[config.mk]
export PLATFORM = sky130hd
export DESIGN_NAME = sbcl_core
export DESIGN_NICKNAME = d
export VERILOG_FILES = /design/src/sbcl_pkg.sv /design/src/sbcl_ctl_port.sv /design/src/sbcl_core.sv
export SDC_FILE = /design/constraint.sdc
export NUM_CORES = 1
export LEC_CHECK = 0
export BUFFER_PORTS_ARGS = -buffer_cell sky130_fd_sc_hd__clkbuf_2
export CORE_MARGIN = 2
export CORE_UTILIZATION = 54
export DETAILED_ROUTE_END_ITERATION = 6
export PLACE_DENSITY = 0.91
export SLEW_MARGIN = 25
export SYNTH_ARGS = -nofsm -noshare
export SYNTH_HDL_FRONTEND = slang
export SYNTH_SLANG_ARGS = --single-unit
[constraint.sdc]
create_clock -name i_core_clk -period 4.82 [get_ports i_core_clk]
set_clock_uncertainty 0.1 [all_clocks]
set_input_delay 1.205 -clock i_core_clk [delete_from_list [all_inputs] [get_ports i_core_clk]]
set_output_delay 1.205 -clock i_core_clk [all_outputs]
set_load 0.005 [all_outputs]
[src/sbcl_pkg.sv]
// Shared constants and carrier types for the storage bus command lookahead core
package sbcl_pkg;

   // Addressing widths and counts
   localparam int MAX_DRIVES  = 8;                      // Drives per controller
   localparam int NUM_CS      = 8;                      // Controller select codes in the system
   localparam int CS_W        = 3;                      // Controller select code width
   localparam int DS_W        = 3;                      // Drive select code width
   localparam int RS_W        = 5;                      // Register select code width
   localparam int NUM_REGS    = 32;                     // Register address space per drive
   localparam int DATA_W      = 16;                     // Control bus data width

   // Register select of the drive control register, the target of seek and rewind
   localparam logic [RS_W-1:0] REG_CTRL = 5'h00;

   // Reset values
   localparam logic [CS_W-1:0]   CS_RST   = 3'h0;
   localparam logic [DS_W-1:0]   DS_RST   = 3'h0;
   localparam logic [RS_W-1:0]   RS_RST   = 5'h00;
   localparam logic [DATA_W-1:0] DATA_RST = 16'h0000;

   // Settle cycles between select lines and demand on the control bus
   localparam int            SETTLE_NS  = 10;
   localparam int            CLK_NS     = 10;
   localparam int            SETTLE_CYC = (SETTLE_NS + CLK_NS - 1) / CLK_NS;
   localparam logic [1:0]    SETTLE_CNT = 2'(SETTLE_CYC);

   // Host request kinds
   typedef enum logic [1:0]
   {
      OP_LOAD_XFER,
      OP_REG_WRITE,
      OP_REG_READ,
      OP_CLR_ERR
   } sbcl_op_t;

   // Request from the host processor side
   typedef struct packed
   {
      logic              valid;
      logic [CS_W-1:0]   ctl_code;
      sbcl_op_t          op;
      logic              xfer;
      logic              wr;
      logic [DS_W-1:0]   drive;
      logic [RS_W-1:0]   regsel;
      logic [DATA_W-1:0] data;
   } sbcl_req_t;

   // Control bus lines driven toward the drives
   typedef struct packed
   {
      logic [DS_W-1:0]   drive_select_code;
      logic [RS_W-1:0]   register_select_code;
      logic              ctod;
      logic              dem;
      logic [DATA_W-1:0] data;
   } sbcl_bus_t;

   // Lines coming back from the drives and the data channel
   typedef struct packed
   {
      logic              tra;
      logic [DATA_W-1:0] rdata;
      logic              attn;
      logic              xfer_done;
      logic              xfer_err;
   } sbcl_drv_in_t;

   // Status toward the host processor
   typedef struct packed
   {
      logic              req_ack;
      logic              req_err;
      logic              rd_valid;
      logic [DATA_W-1:0] rd_data;
      logic              xfer_go;
      logic [DS_W-1:0]   xfer_drive;
      logic              xfer_wr;
      logic              xfer_err;
      logic              int_req;
      logic [CS_W-1:0]   int_slot;
   } sbcl_stat_t;

endpackage

[src/sbcl_ctl_port.sv]
// Control bus handshake engine for one external register access
`timescale 1ns/1ns
module sbcl_ctl_port
(
   input  wire logic                        i_core_clk,
   input  wire logic                        i_rst_n,
   input  wire logic                        i_go,
   input  wire logic [sbcl_pkg::DS_W-1:0]   i_drive,
   input  wire logic [sbcl_pkg::RS_W-1:0]   i_regsel,
   input  wire logic                        i_wr,
   input  wire logic [sbcl_pkg::DATA_W-1:0] i_wdata,
   input  wire logic                        i_tra,
   input  wire logic [sbcl_pkg::DATA_W-1:0] i_rdata,
   output sbcl_pkg::sbcl_bus_t              o_bus,
   output logic                             o_done,
   output logic [sbcl_pkg::DATA_W-1:0]      o_rdata
);

   typedef enum logic [1:0]
   {
      P_IDLE,
      P_SETUP,
      P_DEMAND,
      P_RELEASE
   } sbcl_pst_t;

   typedef struct packed
   {
      sbcl_pst_t                    fsm;
      logic [1:0]                   cnt;
      sbcl_pkg::sbcl_bus_t          bus;
      logic                         done;
      logic [sbcl_pkg::DATA_W-1:0]  rdata;
   } sbcl_pstate_t;

   sbcl_pstate_t st_reg;
   sbcl_pstate_t st_next;

   // Select lines settle before demand, demand drops only after transfer answers
   always_comb
   begin
      st_next      = st_reg;
      st_next.done = 1'b0;
      unique case (st_reg.fsm)
         P_IDLE:
         begin
            if (i_go)
            begin
               st_next.bus.drive_select_code    = i_drive;   // [RULE14]
               st_next.bus.register_select_code = i_regsel;  // [RULE15]
               st_next.bus.ctod                 = i_wr;
               st_next.bus.data                 = i_wr ? i_wdata : sbcl_pkg::DATA_RST;
               st_next.cnt                      = sbcl_pkg::SETTLE_CNT;
               st_next.fsm                      = P_SETUP;
            end
         end
         P_SETUP:
         begin
            if (st_reg.cnt <= 2'h1)
            begin
               st_next.bus.dem = 1'b1;
               st_next.fsm     = P_DEMAND;
            end
            else
            begin
               st_next.cnt = st_reg.cnt - 2'h1;
            end
         end
         P_DEMAND:
         begin
            if (i_tra)
            begin
               st_next.rdata   = i_rdata;                     // Drive holds data while transfer is up
               st_next.bus.dem = 1'b0;
               st_next.fsm     = P_RELEASE;
            end
         end
         P_RELEASE:
         begin
            if (!i_tra)
            begin
               st_next.bus.ctod = 1'b0;
               st_next.done     = 1'b1;
               st_next.fsm      = P_IDLE;
            end
         end
      endcase
   end

   // State register
   always_ff @(posedge i_core_clk or negedge i_rst_n)
   begin
      if (!i_rst_n)
      begin
         st_reg <= '{fsm: P_IDLE, cnt: 2'h0,
                     bus: '{sbcl_pkg::DS_RST, sbcl_pkg::RS_RST, 1'b0, 1'b0, sbcl_pkg::DATA_RST},
                     done: 1'b0, rdata: sbcl_pkg::DATA_RST};
      end
      else
      begin
         st_reg <= st_next;
      end
   end

   assign o_bus   = st_reg.bus;
   assign o_done  = st_reg.done;
   assign o_rdata = st_reg.rdata;
endmodule

[src/sbcl_core.sv]
// Command lookahead and addressing core of the storage bus controller
`timescale 1ns/1ns
// Notes on behaviour
// [RULE1] Address and control up to eight drives
// [RULE2] Only one drive transfers data at once
// [RULE3] Non-transfer access allowed unless drive transferring; the code refuses only control register writes to that drive
// [RULE4] Answer only to own controller select code
// [RULE5] Device code addresses, slot number identifies interrupt
// [RULE6] Drive addressed by its own fixed code
// [RULE7] Common registers internal, drive registers external
// [RULE8] Register space holds thirty-two registers
// [RULE9] Primary and secondary transfer command registers
// [RULE10] Primary starts at once unless transfer error
// [RULE11] Secondary starts when primary done, no error
// [RULE12] Software loads only read or write commands
// [RULE13] Interrupt on done, enabled attention, access error
// [RULE14] Drive three-bit drive select code
// [RULE15] Drive five-bit register select code
// [RULE16] Transfer error holds pending secondary command
module sbcl_core
#(
   parameter int NUM_DRIVES = sbcl_pkg::MAX_DRIVES
)
(
   input  wire logic                        i_core_clk,
   input  wire logic                        i_nrst,
   input  wire logic [sbcl_pkg::CS_W-1:0]   i_dev_code,
   input  wire logic [sbcl_pkg::CS_W-1:0]   i_slot_num,
   input  sbcl_pkg::sbcl_req_t              i_req,
   input  wire logic                        i_attn_ie,
   input  wire logic                        i_int_ack,
   input  sbcl_pkg::sbcl_drv_in_t           i_drv,
   output sbcl_pkg::sbcl_bus_t              o_bus,
   output sbcl_pkg::sbcl_stat_t             o_stat
);

   if (NUM_DRIVES < 1 || NUM_DRIVES > sbcl_pkg::MAX_DRIVES)
   begin : g_bad_drives
      $error("NUM_DRIVES must lie between 1 and the drive select range");
   end
   if (sbcl_pkg::NUM_REGS != (1 << sbcl_pkg::RS_W))
   begin : g_bad_regs
      $error("register select width does not cover the register space");
   end

   // Whole state of the core
   typedef struct packed
   {
      logic                         strap_done;
      logic [sbcl_pkg::CS_W-1:0]    dev_code;
      logic [sbcl_pkg::CS_W-1:0]    slot;
      logic                         pri_v;
      logic                         pri_wr;
      logic [sbcl_pkg::DS_W-1:0]    pri_drv;
      logic                         sec_v;
      logic                         sec_wr;
      logic [sbcl_pkg::DS_W-1:0]    sec_drv;
      logic                         active;
      logic                         xfer_err;
      logic                         attn_q;
      logic                         pend;
      logic                         pend_rd;
      logic                         port_go;
      logic [sbcl_pkg::DS_W-1:0]    port_drv;
      logic [sbcl_pkg::RS_W-1:0]    port_rs;
      logic                         port_wr;
      logic [sbcl_pkg::DATA_W-1:0]  port_data;
      logic                         req_ack;
      logic                         req_err;
      logic                         rd_valid;
      logic [sbcl_pkg::DATA_W-1:0]  rd_data;
      logic                         xfer_go;
      logic                         int_req;
   } sbcl_state_t;

   localparam logic [sbcl_pkg::DS_W:0] DRV_LIMIT = (sbcl_pkg::DS_W+1)'(NUM_DRIVES);

   sbcl_state_t                 st_reg;
   sbcl_state_t                 st_next;
   logic [1:0]                  rst_sync_reg;
   logic                        rst_n;
   logic                        port_done;
   logic [sbcl_pkg::DATA_W-1:0] port_rdata;
   logic                        addr_hit;
   logic                        reg_busy;

   // Drive code outside the fitted range counts as an access error
   function automatic logic drive_absent(input logic [sbcl_pkg::DS_W-1:0] drv);
      drive_absent = {1'b0, drv} >= DRV_LIMIT;                 // [RULE1]
   endfunction

   // Reset release through two flops so the core leaves reset on a clock edge
   always_ff @(posedge i_core_clk or negedge i_nrst)
   begin
      if (!i_nrst)
      begin
         rst_sync_reg <= 2'h0;
      end
      else
      begin
         rst_sync_reg <= {rst_sync_reg[0], 1'b1};
      end
   end
   assign rst_n = rst_sync_reg[1];

   // A request is ours only when it carries the strapped controller code
   assign addr_hit = i_req.valid && st_reg.strap_done && (i_req.ctl_code == st_reg.dev_code); // [RULE4]
   assign reg_busy = st_reg.pend || st_reg.port_go;

   // Next state: straps, interrupt, transfer completion, issue, then host requests
   always_comb
   begin
      st_next          = st_reg;
      st_next.req_ack  = 1'b0;
      st_next.req_err  = 1'b0;
      st_next.rd_valid = 1'b0;
      st_next.xfer_go  = 1'b0;
      st_next.port_go  = 1'b0;
      st_next.attn_q   = i_drv.attn;

      // Straps are hardwired; caught once on the first edge after release
      if (!st_reg.strap_done)
      begin
         st_next.dev_code   = i_dev_code;                       // [RULE5]
         st_next.slot       = i_slot_num;                       // [RULE5]
         st_next.strap_done = 1'b1;
      end

      // Acknowledge first so any event in the same cycle re-raises the request
      if (i_int_ack)
      begin
         st_next.int_req = 1'b0;
      end
      if (addr_hit && i_req.op == sbcl_pkg::OP_CLR_ERR)
      begin
         st_next.xfer_err = 1'b0;
         st_next.req_ack  = 1'b1;
      end

      // Completion frees the channel and promotes the lookahead command
      if (st_reg.active && i_drv.xfer_done)
      begin
         st_next.active  = 1'b0;
         st_next.int_req = 1'b1;                                 // [RULE13]
         if (i_drv.xfer_err)
         begin
            st_next.xfer_err = 1'b1;                             // Set wins over a clear
         end
         st_next.pri_v   = st_reg.sec_v;                         // [RULE11]
         st_next.pri_wr  = st_reg.sec_wr;
         st_next.pri_drv = st_reg.sec_drv;
         st_next.sec_v   = 1'b0;
      end

      // Issue: a single active flag keeps one drive on the data channel
      if (st_reg.pri_v && !st_reg.active && !st_reg.xfer_err)  // [RULE10] [RULE16]
      begin
         st_next.xfer_go = 1'b1;
         st_next.active  = 1'b1;                                 // [RULE2]
      end

      // Attention edge interrupts only with its enable set
      if (i_drv.attn && !st_reg.attn_q && i_attn_ie)
      begin
         st_next.int_req = 1'b1;                                 // [RULE13]
      end

      // External access finished on the control bus
      if (port_done)
      begin
         st_next.pend = 1'b0;
         if (st_reg.pend_rd)
         begin
            st_next.rd_valid = 1'b1;
            st_next.rd_data  = port_rdata;
         end
      end

      // Host requests; register accesses wait while the control bus is busy
      if (addr_hit)
      begin
         unique case (i_req.op)
            sbcl_pkg::OP_LOAD_XFER:
            begin
               st_next.req_ack = 1'b1;
               // Seek and rewind belong in the drive, not in the command registers
               if (!i_req.xfer || drive_absent(i_req.drive) || (st_next.pri_v && st_next.sec_v)) // [RULE12]
               begin
                  st_next.req_err = 1'b1;
                  st_next.int_req = 1'b1;                        // [RULE13]
               end
               else if (!st_next.pri_v)
               begin
                  st_next.pri_v   = 1'b1;                        // [RULE9]
                  st_next.pri_wr  = i_req.wr;
                  st_next.pri_drv = i_req.drive;
               end
               else
               begin
                  st_next.sec_v   = 1'b1;                        // [RULE9]
                  st_next.sec_wr  = i_req.wr;
                  st_next.sec_drv = i_req.drive;
               end
            end
            sbcl_pkg::OP_REG_WRITE,
            sbcl_pkg::OP_REG_READ:
            begin
               if (!reg_busy)
               begin
                  st_next.req_ack = 1'b1;
                  // Control writes to the transferring drive would disturb the transfer
                  if (drive_absent(i_req.drive) ||
                      (i_req.op == sbcl_pkg::OP_REG_WRITE && i_req.regsel == sbcl_pkg::REG_CTRL &&
                       st_reg.active && st_reg.pri_drv == i_req.drive)) // [RULE3]
                  begin
                     st_next.req_err = 1'b1;
                     st_next.int_req = 1'b1;                     // [RULE13]
                  end
                  else
                  begin
                     st_next.port_go   = 1'b1;                   // [RULE7]
                     st_next.pend      = 1'b1;
                     st_next.pend_rd   = (i_req.op == sbcl_pkg::OP_REG_READ);
                     st_next.port_drv  = i_req.drive;            // [RULE6]
                     st_next.port_rs   = i_req.regsel;           // [RULE8]
                     st_next.port_wr   = (i_req.op == sbcl_pkg::OP_REG_WRITE);
                     st_next.port_data = i_req.data;
                  end
               end
            end
            sbcl_pkg::OP_CLR_ERR:
            begin
               st_next.req_ack = 1'b1;
            end
         endcase
      end
   end

   // State register
   always_ff @(posedge i_core_clk or negedge rst_n)
   begin
      if (!rst_n)
      begin
         st_reg <= '0;
      end
      else
      begin
         st_reg <= st_next;
      end
   end

   // Control bus handshake for external registers
   sbcl_ctl_port u_port
   (
      .i_core_clk (i_core_clk),
      .i_rst_n    (rst_n),
      .i_go       (st_reg.port_go),
      .i_drive    (st_reg.port_drv),
      .i_regsel   (st_reg.port_rs),
      .i_wr       (st_reg.port_wr),
      .i_wdata    (st_reg.port_data),
      .i_tra      (i_drv.tra),
      .i_rdata    (i_drv.rdata),
      .o_bus      (o_bus),
      .o_done     (port_done),
      .o_rdata    (port_rdata)
   );

   // Status outputs straight from state flops
   assign o_stat.req_ack    = st_reg.req_ack;
   assign o_stat.req_err    = st_reg.req_err;
   assign o_stat.rd_valid   = st_reg.rd_valid;
   assign o_stat.rd_data    = st_reg.rd_data;
   assign o_stat.xfer_go    = st_reg.xfer_go;
   assign o_stat.xfer_drive = st_reg.pri_drv;
   assign o_stat.xfer_wr    = st_reg.pri_wr;
   assign o_stat.xfer_err   = st_reg.xfer_err;
   assign o_stat.int_req    = st_reg.int_req;
   assign o_stat.int_slot   = st_reg.slot;                       // [RULE5]
endmodule

==> key figures <==
Clocking
  – TritonCTS buffer count: 17
  – Worst-Skew Late Latency: 510 ps
  – Cts-stage hold buffer count: 0
  – TritonCTS clock tree: built
  – Clock Tree Buf Depth: 2
  – # clock sinks: 118
  – Worst-path clk slew: 60 ps
  – Setup repair bufs after CTS: 0
  – H-tree Lvls: 4
  – Post_cts resized: 0
  – Root buffer cell: clkbuf_8

Place
  – Buffers on Ports: 116
  – Final HPWL DP: 6688 um
  – DP Worst Slack: 1209 ps
  – GPL Wtd Cong: 0.7856

Worst setup path
  – Crit path capture type: register
  – Critical Path Source Type: input pin
  – Worst path required time: 5120 ps
  – CP delay by family, top: simple AND/OR/NAND/NOR gates
  – CP Max Fanout: 18
  – CP max stage cell: nor4b_1
  – Critical path cell sequence: clkbuf_2, nor4b_1, nand2_1, o211ai_4, buf_16, mux2_2
  – Worst path bufs/invs: 2
  – Worst path arrival time: 3120 ps
  – CP Class: input pin to register
  – CP max stage delay: 530 ps

Drt
  – Total wire length: 9726 um
  – Top sig layer: met4
  – ANT nets after route: 0
  – DR vias: 3206
  – Iter 0 DRT Violations: 88
  – Final routed DRC violation total: 0
  – Vias per inst: 5.057
  – DR WL met2: 4988 um
  – M1 WL: 3945 um
  – Met3 routed WL: 535 um
  – First-pass DRT Iterations: 5
  – DR WL/cell: 15.34 um

Worst hold path
  – Hold/Removal Path Class: register to async pin

Final layout
  – Most frequent cells in the layout: dfrtp_1 (117), clkbuf_2 (116), mux2_2 (68), nand2_1 (44), o21ai_0 (21)
  – Most common cell after layout, fill and taps aside: dfrtp_1
  – Post-layout nets: 560
  – Diode count: 0
  – Area Overhead vs Synth: 18.33%
  – Layout cells sized above 1: 47.90%
  – Fillcell total: 720
  – Max reg flops: 40

Synth
  – Share of the synthesized area in the top cell type: 55.67%
  – Synthesized area: 0.005304 mm^2
  – Seq/Total Area, Yosys: 55.67%
  – Ys Warns: 0
  – Simple-gate share of the synthesized area: 6.369%
  – Seq cells post-synth: 118
  – Synth Flop Type: dfrtp_1
  – Synth cell types: 42
  – Ys async rst share: 100.0%
  – Main combinational cell family by area after synthesis: multiplexers
  – EDFF count, synth: 0
  – Xor/xnor cell area share of the yosys netlist: 0.9908%
  – Mux share of post-synthesis cell area: 19.53%
  – Synth Area in Adders: 2.359%
  – Syn Inst Count: 415
  – Yosys top cell by area: dfrtp_1
  – Largest cells by area after synthesis: dfrtp_1 (56%), mux2_2 (14%), buf_4 (7.8%)
  – Compound-Gate Fraction of Synth Area: 5.001%
  – Mapped Avg Cell Area: 12.78 um^2

Timing
  – Worst-margin pin slew: 825.0 ps
  – Hold Slack: 253.2 ps
  – Setup TNS: 0 ps
  – # setup viols final: 0
  – Post-route setup slack: 1996 ps
  – RSZ-0062 raised after global routing: false
  – Fin crit period: 2824 ps
  – Final Hold Fails: 0
  – Final worst path period share: 58.59%
  – Fin. max-slew vios: 0
  – Max_slew headroom: 45.00%
  – Achievable frequency: 0.3541 GHz

Global route
  – Grt total ovfl: 0
  – Largest net degree at the start of global routing: 69
  – GRT Util Overall: 19.60%
  – First-pass GRT wire length: 15490 um
  – Vias in the first global route: 3263
  – Initial antenna violation count: 0

Floorplan
  – Core Area: 0.009639 mm^2
  – Die area: 0.01063 mm^2
  – FP Rows: 36
  – Die height: 103.1 um
  – IO Count: 117
  – Initial Utilization: 55.02%
  – Chip width: 103.1 um

Power and ir drop
  – PD cells: 410.4 mW/mm^2
  – Worst IR Drop VDD: 246.6 uV
  – Lkg Pwr: 3.332 nW

Status
  – Outcome: completed

Job
  – Max Cap Violations: 0
## cell families (layout without fill, tap and decap cells)
group	count (synthesis)	count (layout)
flip-flops	118	118
multiplexers	86	86
buffers and inverters	82	167
AND/OR/NAND/NOR	72	72
AO/OA/AOI/OAI	40	40
adder cells (fa/ha/maj)	10	10
XOR/XNOR	6	6
other	1	2
## Yosys cell counts, drive strengths merged (6+ instances only)
library cell	n
nand3	6
dfrtp	118
inv	16
mux2	86
nor2	8
buf	59
clkbuf	7
o21ai	21
ha	10
nand2	44
## where the power goes
part / total (mW) / internal, mW / switching (mW)
clock: 1.35 / 0.918 / 0.435
combinational: 0.157 / 0.0812 / 0.0758
sequential: 1.07 / 1.03 / 0.0390
total: 2.58 / 2.03 / 0.549
## metrics by stage
| step | total power [mW] | area (um^2) | utilization, % | cells |
|---|---|---|---|---|
| 6_report | 2.576 | 6276 | 65.11 | 634 |
| 4_1_cts | 2.600 | 6248 | 64.82 | 633 |
| 5_1_grt | 2.673 | 6276 | 65.11 | 634 |
| 3_3_place_gp | 1.228 | 5603 | 58.13 | 601 |
| 3_5_place_dp | 1.238 | 5603 | 58.13 | 601 |
| 2_1_floorplan | 1.185 | 5308 | - | 416 |
## layer usage
metal	up-vias	track usage (%)
met3	25	5.966
met4	0	9.413
li1	1500	-
met5	-	0
met2	107	32.72
met1	1574	23.17
## worst reg2reg max path, stage by stage, from the launching register on
cell	delay (ps)
dfrtp_1	490
nor4b_1	520
nand2_1	180
o211ai_4	490
buf_16	240
mux2_2	370
## final cells by class
class / count / area (um^2) / share of cell area (%)
clock buffers: 20 / 445.4 / 7.097
clock inverters: 12 / 200.2 / 3.190
inverters: 16 / 60.06 / 0.9569
multi-input cells: 216 / 1824 / 29.07
flip-flops and latches: 118 / 2957 / 47.11
well taps: 133 / 166.4 / 2.652
repair buffers: 119 / 623.1 / 9.928
## final timing paths
check | endpoint | slack [ps] | startpoint | cells after the start
hold / removal | st_reg[68]$_DFF_PN0_ | 250 | rst_sync_reg[1]$_DFF_PN0_ | 0
setup reg to reg | st_reg[22]$_DFFE_PN0P_ | 2300 | st_reg[51]$_DFFE_PN0P_ | 5
min in group i_core_clk | rst_sync_reg[1]$_DFF_PN0_ | 260 | rst_sync_reg[0]$_DFF_PN0_ | 0
setup / recovery | st_reg[22]$_DFFE_PN0P_ | 2000 | i_req[16] | 6
max in group asynchronous | u_port.o_bus[9]$_DFFE_PN0P_ | 3080 | rst_sync_reg[1]$_DFF_PN0_ | 1
hold reg to reg | st_reg[68]$_DFF_PN0_ | 250 | rst_sync_reg[1]$_DFF_PN0_ | 0
Power figures use the tool's default switching activity.
